$ cat config.mk
export PLATFORM = sky130hd
export DESIGN_NAME = fpc_host
export DESIGN_NICKNAME = d
export VERILOG_FILES = /design/src/rtl/fpc_pkg.sv /design/src/rtl/fpc_sync.sv /design/src/rtl/fpc_host.sv
export SDC_FILE = /design/constraint.sdc
export NUM_CORES = 1
export LEC_CHECK = 0
export ABC_AREA = 1
export BUFFER_PORTS_ARGS = -buffer_cell sky130_fd_sc_hd__buf_2
export CORE_ASPECT_RATIO = 0.7
export CORE_MARGIN = 4
export CORE_UTILIZATION = 40
export CTS_CLUSTER_DIAMETER = 200
export CTS_CLUSTER_SIZE = 20
export DETAILED_ROUTE_END_ITERATION = 7
export GPL_TIMING_DRIVEN = 0
export MAX_ROUTING_LAYER = met4
export PLACE_DENSITY = 0.64
export SKIP_CTS_REPAIR_TIMING = 1
export SLEW_MARGIN = 20
export SYNTH_ARGS = -nofsm -noshare
export SYNTH_HDL_FRONTEND = slang
export SYNTH_HIERARCHICAL = 1
export SYNTH_SLANG_ARGS = --single-unit
$ cat constraint.sdc
create_clock -name MCLK -period 2.8 [get_ports MCLK]
set_input_delay 0.14 -clock MCLK [delete_from_list [all_inputs] [get_ports MCLK]]
set_output_delay 0.14 -clock MCLK [all_outputs]
set_load 0.05 [all_outputs]
$ cat src/rtl/fpc_pkg.sv
package fpc_pkg;

  localparam int CLK_PS = 8000; // MCLK period in ps
  localparam int T_ACC_NS = 100; // Read access allowance
  localparam int T_WP_NS = 50; // Write strobe low time
  localparam int T_PD_LOW_NS = 100; // Reset pulse low time
  localparam int T_WAKE_NS = 1000; // Wake time after reset release
  localparam int SYNC_STAGES = 2; // Input synchroniser depth

  // Least time rounded up to whole cycles, never below one
  function automatic int ns2cyc(input int ns);
    int c;
    c = (ns * 1000 + CLK_PS - 1) / CLK_PS;
    return (c < 1) ? 1 : c;
  endfunction

  localparam logic [7:0] RD_CYC = 8'(ns2cyc(T_ACC_NS) + SYNC_STAGES);
  localparam logic [7:0] WP_CYC = 8'(ns2cyc(T_WP_NS));
  localparam logic [7:0] PD_LOW_CYC = 8'(ns2cyc(T_PD_LOW_NS));
  localparam logic [7:0] REC_CYC = 8'(ns2cyc(T_WAKE_NS));

  localparam int ADDR_W = 18;
  localparam int DATA_W = 16;
  localparam int TOP_BIT = 15;

  typedef enum logic [2:0] {
    ST_RESET,
    ST_RECOVER,
    ST_IDLE,
    ST_RD_WAIT,
    ST_WR_SETUP,
    ST_WR_PULSE,
    ST_WR_HOLD
  } fpc_state_e;

  typedef struct packed {
    fpc_state_e state;
    logic [7:0] cnt;
    logic cs_n;
    logic oe_n;
    logic we_n;
    logic reset_powerdown_n;
    logic unlock_hv;
    logic wp;
    logic byte_n;
    logic vpp_en;
    logic [ADDR_W-1:0] addr;
    logic [DATA_W-1:0] dq_o;
    logic dq_oe_lo;
    logic dq_oe_mid;
    logic dq_oe_top;
    logic [DATA_W-1:0] rdata;
    logic rsp_valid;
    logic ready;
  } fpc_state_s;

  localparam fpc_state_s ST_RST_VAL = '{
    state: ST_RESET, cnt: 8'h00, cs_n: 1'b1, oe_n: 1'b1, we_n: 1'b1, reset_powerdown_n: 1'b0,
    unlock_hv: 1'b0, wp: 1'b0, byte_n: 1'b1, vpp_en: 1'b0, addr: '0, dq_o: '0,
    dq_oe_lo: 1'b0, dq_oe_mid: 1'b0, dq_oe_top: 1'b0, rdata: '0, rsp_valid: 1'b0,
    ready: 1'b0};

endpackage

$ cat src/rtl/fpc_sync.sv
`timescale 1ns/1ps
module fpc_sync (
  input wire logic MCLK, // Clock
  input wire logic RST, // Async reset, high
  input wire logic [fpc_pkg::DATA_W-1:0] d, // Pin levels
  output logic [fpc_pkg::DATA_W-1:0] q // Synchronised levels
);

  typedef struct packed {
    logic [fpc_pkg::DATA_W-1:0] meta;
    logic [fpc_pkg::DATA_W-1:0] stab;
  } fpc_sync_s;

  fpc_sync_s s_r;
  fpc_sync_s s_nxt;

  // Second stage reads only the first
  always_comb
  begin
    s_nxt.meta = d;
    s_nxt.stab = s_r.meta;
  end

  // Two flops against metastability on the data pins
  always_ff @(posedge MCLK or posedge RST)
  begin
    if (RST)
      s_r <= '0;
    else
      s_r <= s_nxt;
  end

  assign q = s_r.stab;

endmodule

$ cat src/rtl/fpc_host.sv
`timescale 1ns/1ps
module fpc_host (
  input wire logic MCLK, // 125 MHz clock
  input wire logic RST, // Async reset, high
  input wire logic REQ_VALID, // Access request
  input wire logic REQ_WRITE, // 1 write, 0 read
  input wire logic REQ_BYTE, // 1 byte mode access
  input wire logic [18:0] REQ_ADDR, // Byte or word address
  input wire logic [15:0] REQ_WDATA, // Write data or command
  input wire logic RST_REQ, // Pulse device reset
  input wire logic HV_UNLOCK, // Request unlock level on reset pin
  input wire logic BOOT_UNLOCK, // Lock release level
  input wire logic VPP_ON, // Program supply request
  output logic REQ_READY, // Idle, request taken
  output logic RSP_VALID, // Read data pulse
  output logic [15:0] RSP_RDATA, // Read data
  output logic FL_CS_N, // Chip select
  output logic FL_OE_N, // Output enable
  output logic FL_WE_N, // Write strobe
  output logic FL_RESET_POWERDOWN_N, // Reset and power-down
  output logic FL_UNLOCK_HV, // Switch reset pin to high unlock level
  output logic FL_WP, // Boot lock release
  output logic FL_BYTE_N, // Width select
  output logic FL_VPP_EN, // Program supply switch
  output logic [17:0] FL_ADDR, // Address bus
  output logic [15:0] FL_DQ_O, // Data out
  output logic FL_DQ_OE_LO, // Drive DQ7..0
  output logic FL_DQ_OE_MID, // Drive DQ14..8
  output logic FL_DQ_OE_TOP, // Drive DQ15 or address LSB
  input wire logic [15:0] FL_DQ_I // Data in from pins
);

  localparam int RD_LAT = 20; // Bound on read answer
  localparam int RST_LAT = 160; // Bound on reset sequence

  fpc_pkg::fpc_state_s s_r;
  fpc_pkg::fpc_state_s s_nxt;
  logic [15:0] dq_s;

  fpc_sync u_sync (
    .MCLK(MCLK),
    .RST(RST),
    .d(FL_DQ_I),
    .q(dq_s)
  );

  // Sequencer for reset, read and write cycles
  always_comb
  begin
    s_nxt = s_r;
    s_nxt.rsp_valid = 1'b0;
    s_nxt.wp = BOOT_UNLOCK;
    s_nxt.vpp_en = VPP_ON; // User holds it until completion
    unique case (s_r.state)
      fpc_pkg::ST_RESET:
      begin
        s_nxt.reset_powerdown_n = 1'b0;
        s_nxt.unlock_hv = 1'b0;
        if (s_r.cnt >= fpc_pkg::PD_LOW_CYC - 8'h01)
        begin
          s_nxt.state = fpc_pkg::ST_RECOVER;
          s_nxt.reset_powerdown_n = 1'b1;
          s_nxt.cnt = 8'h00;
        end
        else
          s_nxt.cnt = s_r.cnt + 8'h01;
      end
      fpc_pkg::ST_RECOVER:
      begin
        // Device wakes in array read with clear status
        if (s_r.cnt >= fpc_pkg::REC_CYC - 8'h01)
        begin
          s_nxt.state = fpc_pkg::ST_IDLE;
          s_nxt.cnt = 8'h00;
        end
        else
          s_nxt.cnt = s_r.cnt + 8'h01;
      end
      fpc_pkg::ST_IDLE:
      begin
        s_nxt.cs_n = 1'b1;
        s_nxt.oe_n = 1'b1;
        s_nxt.we_n = 1'b1;
        s_nxt.dq_oe_lo = 1'b0;
        s_nxt.dq_oe_mid = 1'b0;
        s_nxt.dq_oe_top = 1'b0;
        s_nxt.unlock_hv = HV_UNLOCK; // Only unlock leaves plain high
        s_nxt.cnt = 8'h00;
        if (RST_REQ)
        begin
          s_nxt.state = fpc_pkg::ST_RESET;
          s_nxt.reset_powerdown_n = 1'b0;
          s_nxt.unlock_hv = 1'b0;
        end
        else if (REQ_VALID)
        begin
          s_nxt.cs_n = 1'b0;
          s_nxt.byte_n = ~REQ_BYTE;
          // Byte mode: upper address bits on bus, LSB on top data pin
          s_nxt.addr = REQ_BYTE ? REQ_ADDR[18:1] : REQ_ADDR[17:0];
          s_nxt.dq_o = REQ_WDATA;
          s_nxt.dq_o[fpc_pkg::TOP_BIT] = REQ_BYTE ? REQ_ADDR[0] : REQ_WDATA[fpc_pkg::TOP_BIT];
          s_nxt.dq_oe_top = REQ_BYTE | REQ_WRITE;
          if (REQ_WRITE)
          begin
            s_nxt.state = fpc_pkg::ST_WR_SETUP;
            s_nxt.dq_oe_lo = 1'b1;
            s_nxt.dq_oe_mid = ~REQ_BYTE;
          end
          else
          begin
            // Read: bus released before output enable falls
            s_nxt.state = fpc_pkg::ST_RD_WAIT;
            s_nxt.oe_n = 1'b0;
          end
        end
      end
      fpc_pkg::ST_RD_WAIT:
      begin
        if (s_r.cnt >= fpc_pkg::RD_CYC - 8'h01)
        begin
          // Byte mode reads only the low lines
          s_nxt.rdata = s_r.byte_n ? dq_s : {8'h00, dq_s[7:0]};
          s_nxt.rsp_valid = 1'b1;
          s_nxt.state = fpc_pkg::ST_IDLE;
          s_nxt.cs_n = 1'b1;
          s_nxt.oe_n = 1'b1;
          s_nxt.dq_oe_top = 1'b0;
        end
        else
          s_nxt.cnt = s_r.cnt + 8'h01;
      end
      fpc_pkg::ST_WR_SETUP:
      begin
        s_nxt.state = fpc_pkg::ST_WR_PULSE;
        s_nxt.we_n = 1'b0;
      end
      fpc_pkg::ST_WR_PULSE:
      begin
        if (s_r.cnt >= fpc_pkg::WP_CYC - 8'h01)
        begin
          s_nxt.state = fpc_pkg::ST_WR_HOLD;
          s_nxt.we_n = 1'b1;
          s_nxt.cnt = 8'h00;
        end
        else
          s_nxt.cnt = s_r.cnt + 8'h01;
      end
      fpc_pkg::ST_WR_HOLD:
      begin
        // Data held one cycle past the rising strobe
        s_nxt.state = fpc_pkg::ST_IDLE;
        s_nxt.cs_n = 1'b1;
        s_nxt.dq_oe_lo = 1'b0;
        s_nxt.dq_oe_mid = 1'b0;
        s_nxt.dq_oe_top = 1'b0;
      end
      default:
        s_nxt.state = fpc_pkg::ST_RESET;
    endcase
    s_nxt.ready = (s_nxt.state == fpc_pkg::ST_IDLE) && !(s_r.state == fpc_pkg::ST_IDLE && REQ_VALID);
  end

  // Reset also pulses the device reset pin
  always_ff @(posedge MCLK or posedge RST)
  begin
    if (RST)
      s_r <= fpc_pkg::ST_RST_VAL;
    else
      s_r <= s_nxt;
  end

  // All outputs straight from the state register
  assign REQ_READY = s_r.ready;
  assign RSP_VALID = s_r.rsp_valid;
  assign RSP_RDATA = s_r.rdata;
  assign FL_CS_N = s_r.cs_n;
  assign FL_OE_N = s_r.oe_n;
  assign FL_WE_N = s_r.we_n;
  assign FL_RESET_POWERDOWN_N = s_r.reset_powerdown_n;
  assign FL_UNLOCK_HV = s_r.unlock_hv;
  assign FL_WP = s_r.wp;
  assign FL_BYTE_N = s_r.byte_n;
  assign FL_VPP_EN = s_r.vpp_en;
  assign FL_ADDR = s_r.addr;
  assign FL_DQ_O = s_r.dq_o;
  assign FL_DQ_OE_LO = s_r.dq_oe_lo;
  assign FL_DQ_OE_MID = s_r.dq_oe_mid;
  assign FL_DQ_OE_TOP = s_r.dq_oe_top;
endmodule

==> metrics, run 1 <==
Top delay family on crit path=simple AND/OR/NAND/NOR gates; mean post-synth cell area=between 9 and 10 um2; via count=around 3.7k; die height=97.7 um; final setup vio count=0; worst path bufs/invs=1; Inserted Clock Buffers=9; FF-to-FF setup slack=around 1.2 ns; Slew Viols, Final=0; Ys Warns=6; crit path cell chain=inv_2 > nand2_2 > nor2_1 > nand3_1 > nand3_1 > nand4_1 > nand2_1; post-synthesis compound-gate area fraction=approximately 6.8%; failing checks=negative hold slack; status=complete, but fails checks; RSZ-0062 raised after global routing=false; Cell Area, Synth=~4600 um2; Post-DP HPWL=~7900 um; Netlist cell types=29; Setup Skew=roughly 0.012 ns; PortBufs=between 100 and 150; largest family of logic cells by synthesized area=simple AND/OR/NAND/NOR gates; simple-gate share of the synthesized area=approximately 22%; Pre-Repair DR Iteration Count=5; vias in the first global route=3586; clk buf depth=2; GRT Total Usage=17.1%; CTS tree=yes; Tightest Hold Check Type=primary input to register; initial antenna violation count=0; Peak supply drop=between 0.0004 and 0.0005 V; Worst EP arrival=approximately 1.9 ns; ANT nets after route=0; critical path's largest stage delay=approximately 0.46 ns; Setup crit start kind=register; clock sinks=~110; CP most frequent cell=nand3_1; Finished Layout Cells=820; Post-Synth Adder-Cell Area=less than 1%; Max stage delay cell, worst path=dfrtp_1; Slew headroom=around three fifths; number of synthesized flops with an enable pin=0; Final Wtd Congestion=between 0.8 and 0.9; number of synthesized register bits=~110; row count=32; Crit. End Element=register; WP data required=~3.1 ns; core box area=between 10000 and 15000 um2; Max-Cap Viols=0; Fmax=roughly 0.64 GHz; Seq/Total Area, Yosys=between 50 and 60%; fraction of registers with async set/reset=100%; hold_sp=REQ_WDATA[13]; CTS Root Cell=clkbuf_16; largest net degree at the start of global routing=47; syn_nets=around 570; share of cells above drive strength 1=between 30% and 40%; Post-Synth XOR/XNOR Area=0.190%; Worst-path clk slew=around 0.07 ns; die extent in x=between 100 and 150 um; Synth Flop Type=dfrtp_1; Critical Path Source=s_r[72]$_DFF_PP0_; H-tree Lvls=3; first-pass GRT wire length=around 18000 um; initial DRC count=~180; Hold Slack=-0.00817 ns; DRC errors left=0; Worst Tran Pin Value=roughly 0.61 ns; Final Critical Period=1.57 ns; Starting Density=41.3%; DP Cell Count=~800; R2R Path Start=s_r[72]$_DFF_PP0_; Final period util=56.1%; Power Dens Cells=between 400 and 500 nW/um2; Layout area overhead=29.7%; Final Hold Viols=2; CP Max Fanout=6; Antenna Cells=0; total die area=roughly 13000 um2; routed wire length per instance=roughly 13 um; # IOs=between 100 and 150; global route overflow=0; leak pwr=approximately 3.3 nW; WS Path Type=register to register; Nets=just over 700; post-synthesis mux area share=0%; drt via density=~4.5; clock latency on the worst-skew pair=0.35 ns; Gate Count Post-Synth=505; wirelength, routed=between 10000 and 15000 um
[where the power goes]
group	switching, mW	internal [mW]	total (mW)	leakage (nW)
registers	0.00588	1.55	1.56	1.35
logic	0.0792	0.0673	0.147	1.85
clock network	0.616	0.656	1.27	0.147
total	0.701	2.28	2.98	3.35
[per-layer routing]
metal | track usage [%] | wire (um)
met5 | - | 0
met4 | 3.25 | 62
met2 | 24.5 | 4690
met3 | 4.12 | 630
met1 | 24.9 | 5220
[synthesized netlist by cell type, types with 2 or more instances]
library cell / number / area [um2]
nand2_1: 163 / 612
dfrtp_1: 102 / 2550
buf_4: 51 / 383
inv_1: 37 / 139
o21ai_0: 29 / 145
nor2_1: 28 / 105
nand3_1: 18 / 90.1
o21ai_1: 10 / 50.1
a31oi_1: 8 / 50.1
or2_2: 8 / 50.1
buf_2: 6 / 30.0
clkbuf_1: 6 / 22.5
nand2_2: 5 / 31.3
nand4_1: 5 / 31.3
nor2_2: 5 / 31.3
a21oi_1: 4 / 20.0
dfstp_2: 4 / 105
ha_1: 2 / 25.0
inv_2: 2 / 7.51
nand2_4: 2 / 22.5
nor2_4: 2 / 22.5
[layout by cell type (no fill, tap or decap), drive strengths merged]
cell         instances
dlygate4sd3         23
nand4                5
clkinvlp             1
o31a                 1
clkinv               3
nand2              170
ha                   2
xor2                 1
nor2                35
o21ai               40
nand3               18
or2                  8
inv                 42
dfstp                4
clkbuf              16
dfrtp              102
a21oi                4
a31oi                8
a32o                 1
buf                182
o31ai                1
[worst reg2reg max path, stage by stage (launching register included)]
cell	delay (ns)
dfrtp_1	0.46
inv_2	0.12
nand2_2	0.08
nor2_1	0.29
nand3_1	0.16
nand3_1	0.19
nand4_1	0.13
nand2_1	0.09
[kinds of logic after synthesis]
kind of cell             after synthesis
AND/OR/NAND/NOR                      236
flip-flops                           106
buffers and inverters                105
AO/OA/AOI/OAI                         55
adder cells (fa/ha/maj)                2
XOR/XNOR                               1
[through the flow]
stage	utilization, %	TNS, ns	area, um2	power, mW	setup WS, ns
after global routing	53.6	0	5970	3.10	1.08
final	53.6	0	5970	2.98	1.23
after floorplan	-	0	4600	1.64	0.785
after detailed placement	48.8	0	5430	1.71	1.26
after CTS	51.6	0	5740	2.98	1.25
after global placement	48.5	-16.10	5400	1.71	-0.233
[final timing paths]
check / to / depth (start not counted)
max reg2reg: s_r[64]$_DFFE_PP0P_ / 7
min in group asynchronous: RSP_RDATA[14]$_DFFE_PP0P_ / 3
max in group asynchronous: FL_WE_N$_DFFE_PP1P_ / 4
min reg2reg: u_sync/q[11]$_DFF_PP0_ / 0
max: s_r[64]$_DFFE_PP0P_ / 7
min: FL_DQ_O[13]$_DFFE_PP0P_ / 3
[flip-flops by register name, indices dropped and copies added (netlist names), 11 cells and up]
register      count
FL_ADDR          18
FL_DQ_O          16
RSP_RDATA        16
u_sync/q         16
u_sync/s_nxt     16
s_r              11
[cell type report]
cell class | instances | area, um2
fillers | 1045 | 5160
flip-flops and latches | 106 | 2660
multi-input cells | 294 | 1340
repair buffers | 146 | 868
plain buffers | 65 | 450
clock buffers | 10 | 239
well taps | 153 | 191
inverters | 40 | 154
clock inverters | 6 | 66.3
No activity file was read; power rests on OpenSTA's default activity.
==> run 2, diff against run 1 <==
ABC_AREA = 0   (was 1)
PLACE_DENSITY = 0.67   (was 0.64)
clock period = 1.34 ns   (was 2.8 ns; I/O delays follow)
==> run 2 against run 1 <==
The run ends with negative setup slack left. Synthesized area is 2.3% lower. Highest routed layer unchanged. Routed wire length rose by 2.8%. Via count down 7.4%. Cell area is 14% higher. Core utilization is 8.4 points higher. Combinational power increased by 130%. Largest power group unchanged. Fmax is 19% lower. Die area fell by 2.1%.
==> metrics, run 2 <==
Worst EP arrival=2.24 ns (was 1.86 ns); global routing usage on met1=21.1% (was 24.9%); Max-Cap Viols=0 (unchanged); number of synthesized flops with an enable pin=0 (unchanged); Slew Viols, Final=0 (unchanged); FF-to-FF setup slack=-0.61 ns (was 1.23 ns); via count=3384 (was 3656); Final Critical Period=1.95 ns (was 1.57 ns); wirelength, routed=10900 um (was 10600 um); RSZ-0062 raised after global routing=true (was false); Ys Warns=6 (unchanged); Worst Tran Pin Value=0.734 ns (was 0.610 ns); global route overflow=0 (unchanged); failing checks=negative setup slack (was negative hold slack); Synth area leader=dfrtp_1 (unchanged); R2R Path Start=s_r[69]$_DFFE_PP0P_ (was s_r[72]$_DFF_PP0_); Power Dens Cells=914 nW/um2 (was 499 nW/um2); hold_sp=REQ_ADDR[18] (was REQ_WDATA[13]); routed wire length per instance=14.8 um (was 12.9 um); Antenna Cells=0 (unchanged); Synth Flop Type=dfrtp_1 (unchanged); Hold Slack=0.00699 ns (was -0.00817 ns); row count=32 (unchanged); count leader, synth=dfrtp_1 (was nand2_1); Peak supply drop=0.000891 V (was 0.000421 V); CP Max Fanout=6 (unchanged); Setup crit start kind=register (unchanged); commonest non-fill, non-tap cell in the layout=buf_2 (was nand2_1); number of synthesized register bits=106 (unchanged); Synth top cells by count=dfrtp_1, nand2_1, buf_4, o21ai_0, mux2_2 (was nand2_1, dfrtp_1, buf_4, inv_1, o21ai_0); Tightest Hold Check Type=primary input to register (unchanged); Crit. End Element=register (unchanged); core box area=11000 um2 (was 11100 um2); Synth top area share=56.7% (was 55.5%); largest cells by area after synthesis=dfrtp_1, buf_4, mux2_2, nand2_1, mux2i_1 (was dfrtp_1, nand2_1, buf_4, o21ai_0, inv_1); Critical Path Source=s_r[69]$_DFFE_PP0P_ (was s_r[72]$_DFF_PP0_); final setup vio count=71 (was 0); ANT nets after route=0 (unchanged); Inserted Clock Buffers=9 (unchanged); Register-to-Register Path Depth=4 (was 7); CTS tree=yes (unchanged); Area after DPL=5450 um2 (was 5430 um2); Seq/Total Area, Yosys=59.1% (was 57.7%); die height=96.7 um (was 97.7 um); total die area=13000 um2 (was 13300 um2); Gate Count Post-Synth=381 (was 505); Cell Area, Synth=4500 um2 (was 4600 um2); die extent in x=135 um (was 136 um); DRC errors left=0 (unchanged); Worst-path clk slew=0.07 ns (about the same); mean post-synth cell area=11.8 um2 (was 9.11 um2); CTS Root Cell=clkbuf_16 (unchanged); WS Path Type=register to register (unchanged); # IOs=123 (unchanged); Fillers=854 (was 1045); r2r endpoint=s_r[65]$_DFFE_PP0P_ (was s_r[64]$_DFFE_PP0P_); Final Hold Viols=0 (was 2); Slew headroom=51.1% (was 59.3%); H-tree Lvls=3 (unchanged); GRT Max-Usage Layer=met2 (was met1); worst setup margin=-0.607 ns (was 1.23 ns); most frequent cells in the layout=buf_2, dfrtp_1, buf_4 (was nand2_1, buf_2, dfrtp_1); crit path to=s_r[65]$_DFFE_PP0P_ (was s_r[64]$_DFFE_PP0P_); Final Wtd Congestion=0.867 (was 0.895); clock sinks=106 (unchanged); max reg flops=18 (unchanged); share of cells above drive strength 1=56.8% (was 34.5%); syn_nets=443 (was 567); Final period util=145% (was 56.1%); Pre-Repair DR Iteration Count=4 (was 5); Netlist cell types=53 (was 29); sequential cell area=2660 um2 (about the same); Starting Density=40.9% (was 41.3%); WP data required=1.63 ns (was 3.09 ns); largest net degree at the start of global routing=34 (was 47); GRT Total Usage=15.3% (was 17.1%); fraction of registers with async set/reset=100% (unchanged); clk buf depth=2 (unchanged); first-pass GRT wire length=15500 um (was 17600 um); Post-DP HPWL=7080 um (was 7910 um); PortBufs=121 (was 122); met2 GRT Util=21.6% (was 24.5%); Fmax=0.514 GHz (was 0.636 GHz); vias in the first global route=3167 (was 3586); leak pwr=3.50 nW (was 3.35 nW); dpl ws=-0.681 ns (was 1.26 ns); clock latency on the worst-skew pair=0.35 ns (about the same); Nets=641 (was 724); GR Layer Usage met3=5.56% (was 4.12%); TNS Setup=-22.61 ns (was 0 ns); Finished Cell Area=6830 um2 (was 5970 um2); Layout area overhead=51.8% (was 29.7%); area of the multi-input gates=1750 um2 (was 1340 um2); initial DRC count=95 (was 181); Setup Skew=0.00990 ns (was 0.0117 ns); initial antenna violation count=0 (unchanged); drt via density=4.59 (was 4.46); status=complete, but fails checks (unchanged)
-- run 2: changes by cell type after synthesis, moves of 5 or more --
cell,delta
nand2_1,-108
inv_1,-30
mux2_2,+25
nor2_1,-20
mux2i_1,+19
nand3_1,-14
o21ai_1,-10
or2_2,-7
a31oi_1,-5
nand2_2,-5
-- run 2: logic make-up (layout without fill, tap and decap cells) --
group           Yosys count  count (layout)  synth area share (%)
compound gates           61              61                  8.60
xor+xnor                  2               2                 0.390
fa+ha+maj                 2               2                 0.556
buf+inv                  74             276                  11.1
flops                   106             106                  59.1
mux                      44              44                  10.5
simple gates             92              93                  9.82
-- run 2: critical path, stage by stage, from the launching register on --
cell,delay [ns]
dfrtp_1,0.42
or4_4,0.60
a2111o_1,0.51
nor2_2,0.20
a22o_2,0.16
-- run 2: routing by layer --
metal,wire length (um),part of all wire (%)
met3,773,7.1
met1,4910,45
met4,104,0.95
met2,5110,47
met5,0,0
-- run 2: through the flow --
| step | utilization (%) | total power, mW | instances |
|---|---|---|---|
| after floorplan | - | 3.43 | 381 |
| after CTS | 52.3 | 6.24 | 673 |
| after global routing | 62.0 | 6.54 | 737 |
| after detailed placement | 49.5 | 3.58 | 657 |
| after global placement | 49.1 | 3.55 | 655 |
| final | 62.0 | 6.24 | 737 |
-- run 2: how the worst min path moves through the flow --
stage,cells past startpoint,end
3_5_place_dp,2,FL_WP$_DFF_PP0_
6_report,3,FL_ADDR[17]$_DFFE_PP0P_
3_3_place_gp,1,u_sync/s_nxt[9]$_DFF_PP0_
5_1_grt,3,FL_ADDR[2]$_DFFE_PP0P_
2_1_floorplan,0,FL_VPP_EN$_DFF_PP0_
4_1_cts,2,FL_WP$_DFF_PP0_
-- run 2: final cells by class --
cell class	instances	area share (%)
clock inverters	6	0.916
well taps	153	2.80
flip-flops and latches	106	39.0
multi-input cells	202	25.6
clock buffers	10	3.50
inverters	8	0.495
repair buffers	187	19.8
plain buffers	65	7.91
-- run 2: report_power, final --
group	internal, mW	switching (mW)
sequential	3.25	0.0138
clock	1.37	1.26
combinational	0.177	0.167
